<file path="src/timer2_pkg.sv">
// timer2_pkg: constants for the 16-bit match timer
// assumes: single 100 MHz clock, plain register port
package timer2_pkg;
   // ----------------------------------------
   // register map (byte offsets)
   // ----------------------------------------
   localparam logic [3:0] ctrl_addr     = 4'h0;
   localparam logic [3:0] compare_addr  = 4'h4;
   localparam logic [3:0] count_addr    = 4'h8;
   localparam logic [3:0] status_addr   = 4'hc;
   // ----------------------------------------
   // control field positions
   // ----------------------------------------
   localparam int ck_lsb     = 0;   // [2:0] clock select
   localparam int mode_lsb   = 3;   // [4:3] mode
   localparam int run_bit    = 5;
   localparam int half_bit   = 6;   // prescaler half select
   localparam int slowdiv_bit = 7;  // slow divider select
   localparam int opmode_lsb = 8;   // [9:8] operating mode
   localparam int warm_bit   = 10;  // warm-up request
   localparam int mask_bit   = 11;  // interrupt mask
   localparam logic [11:0] ctrl_reset = 12'h000;
   // ----------------------------------------
   // status bits
   // ----------------------------------------
   localparam int st_match = 0;
   localparam int st_warm  = 1;
   // ----------------------------------------
   // prescaler taps (divide exponent)
   // ----------------------------------------
   localparam int div_bits  = 24;
   localparam int tap_000   = 23;
   localparam int tap_001   = 13;
   localparam int tap_010   = 8;
   localparam int tap_011   = 3;
   localparam int tap_slow  = 9;   // low-frequency oscillator stand-in
   localparam int slow_drop = 11;  // compare bits ignored on gear clock
   typedef enum logic [1:0] {
      mode_timer  = 2'b00,
      mode_event  = 2'b01,
      mode_window = 2'b10,
      mode_none   = 2'b11
   } count_mode_t;
   typedef enum logic [1:0] {
      op_normal = 2'b00,
      op_idle   = 2'b01,
      op_slow   = 2'b10,
      op_sleep  = 2'b11
   } op_mode_t;
endpackage : timer2_pkg
</file>
<file path="src/edge_sync.sv">
// edge_sync: two-flop synchroniser with rising-edge pulse
// assumes: input pin asynchronous to clock
`timescale 1ns/10ps
module edge_sync (
   input  wire logic clock,
   input  wire logic rst,
   input  wire logic pin,
   output logic      level,
   output logic      rise
);
   logic meta;
   logic sync;
   logic prev;
   logic next_rise;
   always_comb begin
      next_rise = sync & ~prev;
   end
   always_ff @(posedge clock or posedge rst) begin
      if (rst) begin
         meta <= 1'b0;
         sync <= 1'b0;
         prev <= 1'b0;
         rise <= 1'b0;
      end else begin
         meta <= pin;
         sync <= meta;
         prev <= sync;
         rise <= next_rise;
      end
   end
   assign level = prev;
endmodule : edge_sync

</file>
<file path="src/match_timer.sv">
// match_timer: 16-bit up-counter with compare match and interrupt
// assumes: register port master per house bus, pin asynchronous
//
// Notes on behaviour
// - one control register and one 16-bit compare; compare survives reset
// - three modes: timer, event counter, window
// - timer mode counts internal clock; match raises interrupt, clears count
// - after match counting resumes from zero automatically
// - gear clock in slow mode matches only upper 5 compare bits
// - 3-bit source select; 000-011 faster taps, 101 slow oscillator, 100 none
// - slow/sleep allow 000,001; 01x none; slow 100/110 fast clock, timer only
// - timer times oscillator warm-up leaving slow mode
// - event mode counts pin rising edges; match interrupts and clears
// - window mode counts internal clock only while pin high
//
// The register offsets and strobed register access were chosen for this implementation.
`timescale 1ns/10ps
module match_timer #(
   parameter int cnt_width = 16
) (
   input  wire logic        clock,
   input  wire logic        rst,
   input  wire logic [3:0]  address,
   input  wire logic [31:0] write_data,
   input  wire logic        write_strobe,
   input  wire logic        read_strobe,
   input  wire logic        timer2_input_pin,
   output logic [31:0]      read_data,
   output logic             timer2_match_irq,
   output logic             irq
);
   // ----------------------------------------
   // state
   // ----------------------------------------
   logic [11:0]          timer2_control_reg;
   logic [11:0]          next_control;
   logic [cnt_width-1:0] timer2_compare_value;
   logic [cnt_width-1:0] next_compare;
   logic [cnt_width-1:0] count;
   logic [cnt_width-1:0] next_count;
   logic [1:0]           status;
   logic [1:0]           next_status;
   logic [31:0]          next_read_data;
   logic                 next_match_irq;
   logic                 next_irq;
   logic                 pin_level;
   logic                 pin_rise;
   logic                 tick;
   logic                 half_tick;
   logic                 fast_toggle;
   logic                 next_fast_toggle;
   logic [4:0]           tap;
   logic                 src_ok;
   logic                 gear;
   logic                 inc;
   logic                 hit;
   logic [cnt_width-1:0] cmp_mask;
   logic [2:0]           timer2_clock_select;
   logic [1:0]           mode;
   logic [1:0]           opm;
   logic                 run;
   logic                 mode_sel;
   logic                 prescaler_half_select;
   logic                 slow_divider_select;

   assign timer2_clock_select   = timer2_control_reg[timer2_pkg::ck_lsb +: 3];
   assign mode                  = timer2_control_reg[timer2_pkg::mode_lsb +: 2];
   assign run                   = timer2_control_reg[timer2_pkg::run_bit];
   assign prescaler_half_select = timer2_control_reg[timer2_pkg::half_bit];
   assign slow_divider_select   = timer2_control_reg[timer2_pkg::slowdiv_bit];
   assign opm                   = timer2_control_reg[timer2_pkg::opmode_lsb +: 2];
   assign mode_sel              = (mode != timer2_pkg::mode_none);

   // ----------------------------------------
   // pin input and prescaler
   // ----------------------------------------
   edge_sync u_sync (
      .clock (clock),
      .rst   (rst),
      .pin   (timer2_input_pin),
      .level (pin_level),
      .rise  (pin_rise)
   );

   prescaler u_pre (
      .clock (clock),
      .rst   (rst),
      .tap   (tap),
      .half  (prescaler_half_select & ~slow_divider_select),
      .tick  (tick)
   );

   // ----------------------------------------
   // source clock selection
   // ----------------------------------------
   always_comb begin
      tap    = 5'(timer2_pkg::tap_000);
      src_ok = 1'b1;
      gear   = 1'b0;
      half_tick = fast_toggle;
      next_fast_toggle = ~fast_toggle;
      if (opm == timer2_pkg::op_slow || opm == timer2_pkg::op_sleep) begin
         case (timer2_clock_select)
            3'b000: tap = 5'(timer2_pkg::tap_000);
            3'b001: tap = 5'(timer2_pkg::tap_001);
            3'b100,
            3'b110: begin
               gear   = (opm == timer2_pkg::op_slow);
               src_ok = gear && (mode == timer2_pkg::mode_timer);
            end
            default: src_ok = 1'b0;
         endcase
      end else begin
         case (timer2_clock_select)
            3'b000: tap = 5'(timer2_pkg::tap_000);
            3'b001: tap = 5'(timer2_pkg::tap_001);
            3'b010: tap = 5'(timer2_pkg::tap_010);
            3'b011: tap = 5'(timer2_pkg::tap_011);
            3'b101: tap = 5'(timer2_pkg::tap_slow);
            default: src_ok = 1'b0;
         endcase
      end
   end

   // ----------------------------------------
   // counter and match
   // ----------------------------------------
   always_comb begin
      // gear clock ignores low compare bits so upper byte write is enough
      cmp_mask = gear ? {{(cnt_width-timer2_pkg::slow_drop){1'b1}},
                         {timer2_pkg::slow_drop{1'b0}}}
                      : {cnt_width{1'b1}};
      inc = 1'b0;
      if (run && src_ok && mode_sel) begin
         case (mode)
            timer2_pkg::mode_timer: begin
               if (gear) begin
                  inc = (timer2_clock_select == 3'b100) ? 1'b1 : half_tick;
               end else begin
                  inc = tick;
               end
            end
            timer2_pkg::mode_event:  inc = pin_rise;
            timer2_pkg::mode_window: inc = tick & pin_level;
            default:                 inc = 1'b0;
         endcase
      end
      hit = inc && (((count + cnt_width'(1)) & cmp_mask)
                    == (timer2_compare_value & cmp_mask));
      if (!run) begin
         next_count = '0;
      end else if (hit) begin
         next_count = '0;
      end else if (inc) begin
         next_count = count + cnt_width'(1);
      end else begin
         next_count = count;
      end
      next_match_irq = hit;
   end

   // ----------------------------------------
   // register port and interrupt
   // ----------------------------------------
   always_comb begin
      next_control = timer2_control_reg;
      next_compare = timer2_compare_value;
      next_status  = status;
      if (write_strobe && address == timer2_pkg::ctrl_addr) begin
         next_control = write_data[11:0];
      end
      if (write_strobe && address == timer2_pkg::compare_addr) begin
         next_compare = write_data[cnt_width-1:0];
      end
      if (write_strobe && address == timer2_pkg::status_addr) begin
         next_status = status & ~write_data[1:0];
      end
      // set beats clear
      if (hit) begin
         next_status[timer2_pkg::st_match] = 1'b1;
         // warm-up done when the gear-clock match lands
         if (timer2_control_reg[timer2_pkg::warm_bit] && gear) begin
            next_status[timer2_pkg::st_warm] = 1'b1;
         end
      end
      next_irq = |next_status & ~timer2_control_reg[timer2_pkg::mask_bit];
      next_read_data = 32'h0000_0000;
      if (read_strobe) begin
         case (address)
            timer2_pkg::ctrl_addr:    next_read_data = {20'h00000, timer2_control_reg};
            timer2_pkg::compare_addr: next_read_data = 32'(timer2_compare_value);
            timer2_pkg::count_addr:   next_read_data = 32'(count);
            timer2_pkg::status_addr:  next_read_data = {30'h0, status};
            default:                  next_read_data = 32'h0000_0000;
         endcase
      end
   end

   // compare has no reset: it keeps its contents across reset
   always_ff @(posedge clock) begin
      timer2_compare_value <= next_compare;
   end

   always_ff @(posedge clock or posedge rst) begin
      if (rst) begin
         timer2_control_reg <= timer2_pkg::ctrl_reset;
         count              <= '0;
         status             <= 2'b00;
         read_data          <= 32'h0000_0000;
         timer2_match_irq   <= 1'b0;
         irq                <= 1'b0;
         fast_toggle        <= 1'b0;
      end else begin
         timer2_control_reg <= next_control;
         count              <= next_count;
         status             <= next_status;
         read_data          <= next_read_data;
         timer2_match_irq   <= next_match_irq;
         irq                <= next_irq;
         fast_toggle        <= next_fast_toggle;
      end
   end
endmodule : match_timer

</file>
<file path="src/prescaler.sv">
// prescaler: free divider giving one-cycle tick per selected tap
// assumes: tap index below width
`timescale 1ns/10ps
module prescaler #(
   parameter int width = timer2_pkg::div_bits
) (
   input  wire logic       clock,
   input  wire logic       rst,
   input  wire logic [4:0] tap,
   input  wire logic       half,
   output logic            tick
);
   logic [width-1:0] count;
   logic [width-1:0] next_count;
   logic [width-1:0] mask;
   logic             next_tick;
   logic [4:0]       eff;
   always_comb begin
      // half select doubles the period
      eff = half ? 5'(tap + 5'h1) : tap;
      mask = width'((1 << eff) - 1);
      next_count = count + width'(1);
      next_tick = ((count & mask) == mask);
   end
   always_ff @(posedge clock or posedge rst) begin
      if (rst) begin
         count <= '0;
         tick  <= 1'b0;
      end else begin
         count <= next_count;
         tick  <= next_tick;
      end
   end
endmodule : prescaler

</file>
<file path="config.mk">
export PLATFORM = sky130hd
export DESIGN_NAME = match_timer
export DESIGN_NICKNAME = d
export VERILOG_FILES = /design/src/timer2_pkg.sv /design/src/edge_sync.sv /design/src/match_timer.sv /design/src/prescaler.sv
export SDC_FILE = /design/constraint.sdc
export NUM_CORES = 1
export LEC_CHECK = 0
export BUFFER_PORTS_ARGS = -buffer_cell sky130_fd_sc_hd__clkbuf_2
export CAP_MARGIN = 20
export CORE_MARGIN = 10
export CORE_UTILIZATION = 60
export CTS_CLUSTER_DIAMETER = 200
export DETAILED_ROUTE_END_ITERATION = 10
export PLACE_DENSITY = 0.89
export SLEW_MARGIN = 15
export SYNTH_ARGS = -nofsm -noshare
export SYNTH_HDL_FRONTEND = slang
export SYNTH_SLANG_ARGS = --single-unit
</file>
<file path="constraint.sdc">
create_clock -name clock -period 8.5 [get_ports clock]
set_input_delay 1.7 -clock clock [delete_from_list [all_inputs] [get_ports clock]]
set_output_delay 1.7 -clock clock [all_outputs]
set_load 0.005 [all_outputs]
</file>
==> results.yml, run 1 <==
finish:
  layout-drive-gt1-share_pct: 17.1
  num_antenna_cells: 0
  layout-area-overhead-vs-synth_pct: 7.52
  number_of_nets_in_the_layout: 596
  utilization_pct: 65.9
  largest_reg_flops: 24
  finalNonFillerCells: 664
  top_register: "u_pre.count"
job:
  max_cap_violations: 0
power_and_ir_drop:
  comb_power_share_pct: 18.8
  power_leakage_nw: 2.39
  power_density_nw_per_um2: 179
  ir_drop_mv: 0.0891
  relative_contribution_of_the_clock_network_to_total_power_pct: 30.8
  cellInternalPower_mw: 0.706
  total_switching_power_mw: 0.310
  netSwitchingFraction_pct: 30.5
  share_seq_of_total_power_pct: 50.5
route:
  finalWirelength_um: 12700
  num_vias: 4292
  drt_iter0_drc: 324
  avgRoutedWirePerCell_um: 19.1
  final_antenna_net_count: 0
  length_of_the_first_detailed_routing_pass_in_iterations: 4
  drt_drc_violations_left: 0
  drt-vias-per-instance: 6.46
sta:
  clock-skew-final_ps: 11.3
  slew_headroom_pct: 34.5
  period_share_pct: 54.6
  rsz0062_at_grt: "no"
  setup_tns_ps: 0
  final.hold.worst_slack_ps: 354
  slew_violations: 0
  final_period_minus_worst_setup_slack_ps: 4640
  worstMarginPinSlew_ps: 976
  timing_limited_maximum_frequency_mhz: 216
  finalSetupViolations: 0
  final_hold_viol_count: 0
floorplanning:
  fp.dieH_um: 114
  initial_utilization_pct: 61.3
  cell_row_count: 34
  io_pins: 75
  core_area_sq_um: 8640
  fp.dieW_um: 114
  design.die.area_sq_um: 13000
critical_path:
  startpoint_type: "flip-flop"
  timing.critical_path.to_type: "flip-flop"
  required_ps: 8790
  critPathKind: "flip-flop to flip-flop"
  critPathArrivalTime_ps: 4930
  cp_cell_sequence: "or4b_1 > o21ai_0 > inv_1 > ha_1 > or3b_2 > nor2_1 > nand2_1 > ha_1 > o31ai_1 > a211oi_1 > a2111oi_0 > o21ai_0 > nor4_1 > and4_1"
  critical_path.startpoint: "timer2_control_reg[2]"
  max_stage_delay_ps: 800
  r2r-start: "timer2_control_reg[2]"
  timing.critical_path.max_delay_family: "simple AND/OR/NAND/NOR gates"
  path_buf_inv: 1
  cpMaxStageDelayCell: "sky130_fd_sc_hd__or4b_1"
  timing.critical_path.fanout_max: 17
logic_synthesis:
  ys_types: 75
  synth_enable_flop_cells: 16
  yosys_warnings: 0
  synthesis.area_per_instance_sq_um: 10.2
  synth-async-reset-ratio_pct: 83.0
  postSynthRegisterBits: 94
  synth_sequential_area_ratio_pct: 46.0
  synth.cell_area_sq_um: 5290
  synth_flop_cell: "sky130_fd_sc_hd__dfrtp_1"
  synth_cells: 521
placed_design:
  placed_cells: 647
  detailedPlacementHpwl_um: 9060
  gp_routability_congestion: 0.957
  io_buffers: 42
clock_network:
  clkTransAtPathRegs_ps: 90
  cts-root-buf: "sky130_fd_sc_hd__clkbuf_8"
  cts_tree: "yes"
  clock-sinks: 94
  numCtsBuffers: 9
  clock_tree.htree_level_count: 3
  worstSkewPairLatency_ps: 370
  post-cts-setup-buffers: 0
  cts.repair.resized: 0
  max-clock-path-buffers: 2
  post_cts_hold_buffer_count: 0
hold_path:
  min-delay-path-class: "flip-flop to flip-flop"
  timing.hold.worst.start: "u_sync.meta"
grt:
  grt_overflow_total: 0
  wire_length_of_the_first_global_routing_pass_um: 21500
  antenna_violations_before_repair: 0
  grt_use_total_pct: 19.9
  grt_pass1_vias: 4373
  grt_max_degree: 79
status:
  outcome: "completed"
[final cells by class]
class | count | area (sq um)
inverters | 10 | 37.5
repair buffers | 47 | 248
well taps | 108 | 135
clock buffers | 11 | 151
clock inverters | 5 | 56.3
multi-input cells | 389 | 2630
flip-flops and latches | 94 | 2430
fillers | 658 | 2950
[logic make-up (layout without fill, tap and decap cells)]
| group | count (synthesis) | count (layout) | synth area share [%] |
|---|---|---|---|
| compound gates | 119 | 119 | 16.4 |
| xor+xnor | 44 | 44 | 7.64 |
| fa+ha+maj | 5 | 5 | 1.14 |
| buf+inv | 53 | 73 | 5.65 |
| flops | 94 | 94 | 46.0 |
| mux | 17 | 17 | 3.57 |
| other cells | 2 | 17 | 0.142 |
| simple gates | 187 | 187 | 19.5 |
[metal layers]
layer,up-vias,global-route usage [%],part of all wire (%)
li1,1957,-,-
met1,2088,23.3,38
met2,193,34.2,51
met3,54,4.78,7.1
met4,0,8.02,3.4
met5,-,0,0
[through the flow]
step,worst slack (ps),cell area [sq um],power (mW)
after floorplan,4650,5350,0.661
after CTS,3890,5680,1.02
final,3860,5690,1.02
after global routing,3480,5690,1.06
after global placement,4070,5470,0.700
after detailed placement,4000,5470,0.707
[cells in the mapped netlist, types with 4 or more instances]
library cell,instances,area [sq um]
sky130_fd_sc_hd__nor3_1,10,50.1
sky130_fd_sc_hd__dfrtp_1,78,1950
sky130_fd_sc_hd__a21oi_1,18,90.1
sky130_fd_sc_hd__and2_1,7,43.8
sky130_fd_sc_hd__nand3_1,23,115
sky130_fd_sc_hd__a31oi_1,5,31.3
sky130_fd_sc_hd__a21o_1,11,82.6
sky130_fd_sc_hd__nand2b_1,7,43.8
sky130_fd_sc_hd__xor2_1,11,96.3
sky130_fd_sc_hd__and4_1,5,43.8
sky130_fd_sc_hd__a22oi_1,17,128
sky130_fd_sc_hd__buf_2,9,45.0
sky130_fd_sc_hd__nor2_1,23,86.3
sky130_fd_sc_hd__nand2_1,51,191
sky130_fd_sc_hd__inv_1,10,37.5
sky130_fd_sc_hd__edfxtp_1,16,480
sky130_fd_sc_hd__a211oi_1,7,52.6
sky130_fd_sc_hd__nand4_1,11,68.8
sky130_fd_sc_hd__buf_4,21,158
sky130_fd_sc_hd__and3_1,10,62.6
sky130_fd_sc_hd__or2_2,5,31.3
sky130_fd_sc_hd__o21ai_0,15,75.1
sky130_fd_sc_hd__ha_1,4,50.1
sky130_fd_sc_hd__xnor2_1,32,280
sky130_fd_sc_hd__nor2b_1,7,43.8
sky130_fd_sc_hd__clkbuf_1,8,30.0
sky130_fd_sc_hd__a2111oi_0,4,35.0
sky130_fd_sc_hd__a221oi_1,11,96.3
sky130_fd_sc_hd__mux2_2,15,169
[cell usage in the layout (no fill, tap or decap), types with 4 or more instances in the layout]
cell,n
sky130_fd_sc_hd__and3_1,10
sky130_fd_sc_hd__edfxtp_1,16
sky130_fd_sc_hd__a21o_1,11
sky130_fd_sc_hd__dfrtp_1,78
sky130_fd_sc_hd__a21oi_1,18
sky130_fd_sc_hd__o21ai_0,15
sky130_fd_sc_hd__nor3_1,10
sky130_fd_sc_hd__clkbuf_2,42
sky130_fd_sc_hd__mux2_2,15
sky130_fd_sc_hd__conb_1,17
sky130_fd_sc_hd__and2_1,7
sky130_fd_sc_hd__inv_1,9
sky130_fd_sc_hd__xor2_1,11
sky130_fd_sc_hd__nor2_1,23
sky130_fd_sc_hd__a211oi_1,7
sky130_fd_sc_hd__nor2b_1,7
sky130_fd_sc_hd__ha_1,4
sky130_fd_sc_hd__xnor2_1,32
sky130_fd_sc_hd__a31oi_1,5
sky130_fd_sc_hd__clkbuf_8,11
sky130_fd_sc_hd__a22oi_1,17
sky130_fd_sc_hd__or2_2,5
sky130_fd_sc_hd__nand4_1,11
sky130_fd_sc_hd__a2111oi_0,4
sky130_fd_sc_hd__nand2b_1,7
sky130_fd_sc_hd__nand2_1,51
sky130_fd_sc_hd__and4_1,5
sky130_fd_sc_hd__nand3_1,23
sky130_fd_sc_hd__a221oi_1,11
sky130_fd_sc_hd__buf_4,5
[power groups by stage]
stage               registers, mW  logic (mW)  clock network (mW)
detailed placement          0.521       0.187                   0
global placement            0.519       0.181                   0
CTS                         0.511       0.188               0.317
floorplan                   0.500       0.161                   0
finish                      0.513       0.191               0.313
global route                0.516       0.208               0.338
[final timing paths]
kind / end / slack [ps] / cells past startpoint
hold reg to reg: u_sync.sync / 350 / 0
max in group asynchronous: u_pre.count[12] / 6280 / 3
setup reg to reg: u_pre.tick / 3860 / 14
setup / recovery: u_pre.tick / 3860 / 14
min in group asynchronous: status[0] / 1620 / 3
hold / removal: u_sync.sync / 350 / 0
Power figures use the tool's default switching activity.
==> run 2: changes to the inputs <==
--- a/config.mk
+++ b/config.mk
@@ -5,13 +5,14 @@
 export SDC_FILE = /design/constraint.sdc
 export NUM_CORES = 1
 export LEC_CHECK = 0
+export ABC_AREA = 1
 export BUFFER_PORTS_ARGS = -buffer_cell sky130_fd_sc_hd__clkbuf_2
 export CAP_MARGIN = 20
 export CORE_MARGIN = 10
-export CORE_UTILIZATION = 60
+export CORE_UTILIZATION = 58
 export CTS_CLUSTER_DIAMETER = 200
 export DETAILED_ROUTE_END_ITERATION = 10
-export PLACE_DENSITY = 0.89
+export PLACE_DENSITY = 0.86
 export SLEW_MARGIN = 15
 export SYNTH_ARGS = -nofsm -noshare
 export SYNTH_HDL_FRONTEND = slang
==> constraint.sdc (replaced) <==
create_clock -name clock -period 4.5 [get_ports clock]
set_input_delay 0.9 -clock clock [delete_from_list [all_inputs] [get_ports clock]]
set_output_delay 0.9 -clock clock [all_outputs]
set_load 0.005 [all_outputs]
==> results.yml, run 2 <==
critical_path:
  r2r-start: "timer2_control_reg[1]"
  startpoint_type: "flip-flop"
  critPathKind: "flip-flop to flip-flop"
  required_ps: 4790
  reg2regPathDepth: 17
  critical_path.startpoint: "timer2_control_reg[1]"
  timing.critical_path.to_type: "flip-flop"
  critPathArrivalTime_ps: 3600
  r2r-end: "u_pre.tick"
  timing.critical_path.fanout_max: 8
  cp-endpoint: "u_pre.tick"
  reg2reg_setup_slack_ps: 1180
finish:
  layout-area-overhead-vs-synth_pct: 8.52
  most_frequent_cells_in_the_layout: "sky130_fd_sc_hd__nand2_1 (195), sky130_fd_sc_hd__inv_1 (98), sky130_fd_sc_hd__dfrtp_1 (78)"
  layout-drive-gt1-share_pct: 12.9
  largest_reg_flops: 24
  number_of_nets_in_the_layout: 817
  utilization_pct: 65.1
  top_register: "u_pre.count"
  finish.instance_area_sq_um: 6040
  final_common_cell: "sky130_fd_sc_hd__nand2_1"
  num_antenna_cells: 0
route:
  length_of_the_first_detailed_routing_pass_in_iterations: 9
  drt_iter0_drc: 428
  drt_drc_violations_left: 0
  final_antenna_net_count: 0
  num_vias: 5040
  drt-vias-per-instance: 5.56
  finalWirelength_um: 13600
  avgRoutedWirePerCell_um: 15.0
floorplanning:
  design.die.area_sq_um: 13900
  initial_utilization_pct: 60.0
  cell_row_count: 35
  fp.dieW_um: 118
  core_area_sq_um: 9280
  fp.dieH_um: 118
  io_pins: 75
logic_synthesis:
  synth.cell_area_sq_um: 5570
  synth-async-reset-ratio_pct: 83.0
  synth_sequential_area_ratio_pct: 43.7
  ys_types: 46
  synthesis.area_per_instance_sq_um: 7.69
  synthDominantCellAreaShare_pct: 35.1
  synth_cells: 724
  yosys_warnings: 0
  postSynthRegisterBits: 94
  synth_flop_cell: "sky130_fd_sc_hd__dfrtp_1"
  synth.area.top_cells: "sky130_fd_sc_hd__dfrtp_1 (35%), sky130_fd_sc_hd__nand2_1 (13%), sky130_fd_sc_hd__edfxtp_1 (8.6%)"
  synth_enable_flop_cells: 16
  synth.cells.most_frequent: "sky130_fd_sc_hd__nand2_1 (195), sky130_fd_sc_hd__inv_1 (99), sky130_fd_sc_hd__dfrtp_1 (78)"
  synthDominantAreaCellType: "sky130_fd_sc_hd__dfrtp_1"
  synth_most_common_cell: "sky130_fd_sc_hd__nand2_1"
placed_design:
  io_buffers: 42
  dpl_cell_area_sq_um: 5860
  gp_routability_congestion: 0.939
  detailedPlacementHpwl_um: 10300
clock_network:
  cts.repair.resized: 0
  clock_tree.htree_level_count: 3
  max-clock-path-buffers: 2
  clock-sinks: 94
  cts-root-buf: "sky130_fd_sc_hd__clkbuf_8"
  numCtsBuffers: 9
  post-cts-setup-buffers: 0
  post_cts_hold_buffer_count: 0
  worstSkewPairLatency_ps: 360
  clkTransAtPathRegs_ps: 90
  cts_tree: "yes"
sta:
  slew_headroom_pct: 41.5
  clock-skew-final_ps: 9.70
  worstMarginPinSlew_ps: 877
  period_share_pct: 73.7
  finalSetupViolations: 0
  final.hold.worst_slack_ps: 360
  setup_tns_ps: 0
  rsz0062_at_grt: "no"
  timing_limited_maximum_frequency_mhz: 302
  final_hold_viol_count: 0
  final_period_minus_worst_setup_slack_ps: 3320
  slew_violations: 0
grt:
  grt_overflow_total: 0
  grt_use_total_pct: 19.2
  grt_max_degree: 52
  antenna_violations_before_repair: 0
  grt_pass1_vias: 4859
  wire_length_of_the_first_global_routing_pass_um: 22500
hold_path:
  min-delay-path-class: "flip-flop to flip-flop"
status:
  outcome: "completed"
power_and_ir_drop:
  power_density_nw_per_um2: 311
  ir_drop_mv: 0.183
  power_leakage_nw: 3.08
  design_power_total_mw: 1.88
job:
  max_cap_violations: 0
==> run 2: cell count changes after synthesis, moves of 13 or more <==
cell,change
sky130_fd_sc_hd__nand2_1,+144
sky130_fd_sc_hd__xor2_1,+16
sky130_fd_sc_hd__mux2_2,-13
sky130_fd_sc_hd__inv_1,+89
sky130_fd_sc_hd__xnor2_1,-28
sky130_fd_sc_hd__nand3_1,+34
sky130_fd_sc_hd__a22oi_1,-16
sky130_fd_sc_hd__nor2_1,+46
==> run 2: final cells by class <==
class,instances,area [sq um]
clock buffer,13,160
fill,780,3240
clock inverter,3,17.5
tap,129,161
timing repair buffer,48,255
multi-input combinational,515,2620
sequential,94,2430
inverter,104,392
==> run 2: kinds of logic (layout without fill, tap and decap cells) <==
logic type | count (synthesis) | in the layout | share of synthesized area (%)
flip-flops | 94 | 94 | 43.7
multiplexers | 2 | 2 | 0.404
buffers and inverters | 130 | 168 | 10.2
adder cells (fa/ha/maj) | 4 | 4 | 0.899
other | 2 | 17 | 0.135
AND/OR/NAND/NOR | 399 | 399 | 32.4
AO/OA/AOI/OAI | 60 | 60 | 6.83
XOR/XNOR | 33 | 33 | 5.46
==> run 2: where the power goes <==
part           internal [mW]  switching [mW]  leakage [nW]
logic                  0.133           0.283          1.83
registers              0.902          0.0432          1.17
clock network          0.234           0.285        0.0885
total                   1.27           0.612          3.08
==> run 2: through the flow <==
stage               setup WS (ps)  cells
global route                  958    906
detailed placement           1310    889
global placement             1480    889
CTS                          1270    905
finish                       1180    906
floorplan                    1510    739
==> run 2: layer usage <==
layer  track usage [%]  vias to the layer above  share of wire, %
met5                 0                        -                 0
met2              32.8                      262                48
li1                  -                     2395                 -
met1              22.7                     2338                39
met3              5.23                       45               9.5
met4              7.03                        0               3.0
==> run 2: worst min-delay path by stage <==
stage                      startpoint  cells past startpoint           to
after floorplan           u_sync.meta                      0  u_sync.sync
final                     u_sync.meta                      0  u_sync.sync
after CTS                 u_sync.meta                      0  u_sync.sync
after detailed placement  u_sync.meta                      0  u_sync.sync
after global routing      u_sync.meta                      0  u_sync.sync
after global placement    u_sync.meta                      0  u_sync.sync
==> run 2: critical path: stages, from the launching register on <==
cell	delay (ps)
sky130_fd_sc_hd__dfrtp_1	510
sky130_fd_sc_hd__inv_1	140
sky130_fd_sc_hd__nor2_1	230
sky130_fd_sc_hd__nand2_1	140
sky130_fd_sc_hd__ha_1	310
sky130_fd_sc_hd__or2_2	320
sky130_fd_sc_hd__nand2_1	120
sky130_fd_sc_hd__nand2_1	90
sky130_fd_sc_hd__nor2_2	140
sky130_fd_sc_hd__nand2_1	120
sky130_fd_sc_hd__ha_1	280
sky130_fd_sc_hd__nand2_2	120
sky130_fd_sc_hd__nor2_4	50
sky130_fd_sc_hd__nand2_2	90
sky130_fd_sc_hd__a21oi_1	70
sky130_fd_sc_hd__nor3_1	260
sky130_fd_sc_hd__nand4_1	130
sky130_fd_sc_hd__nor2_1	120
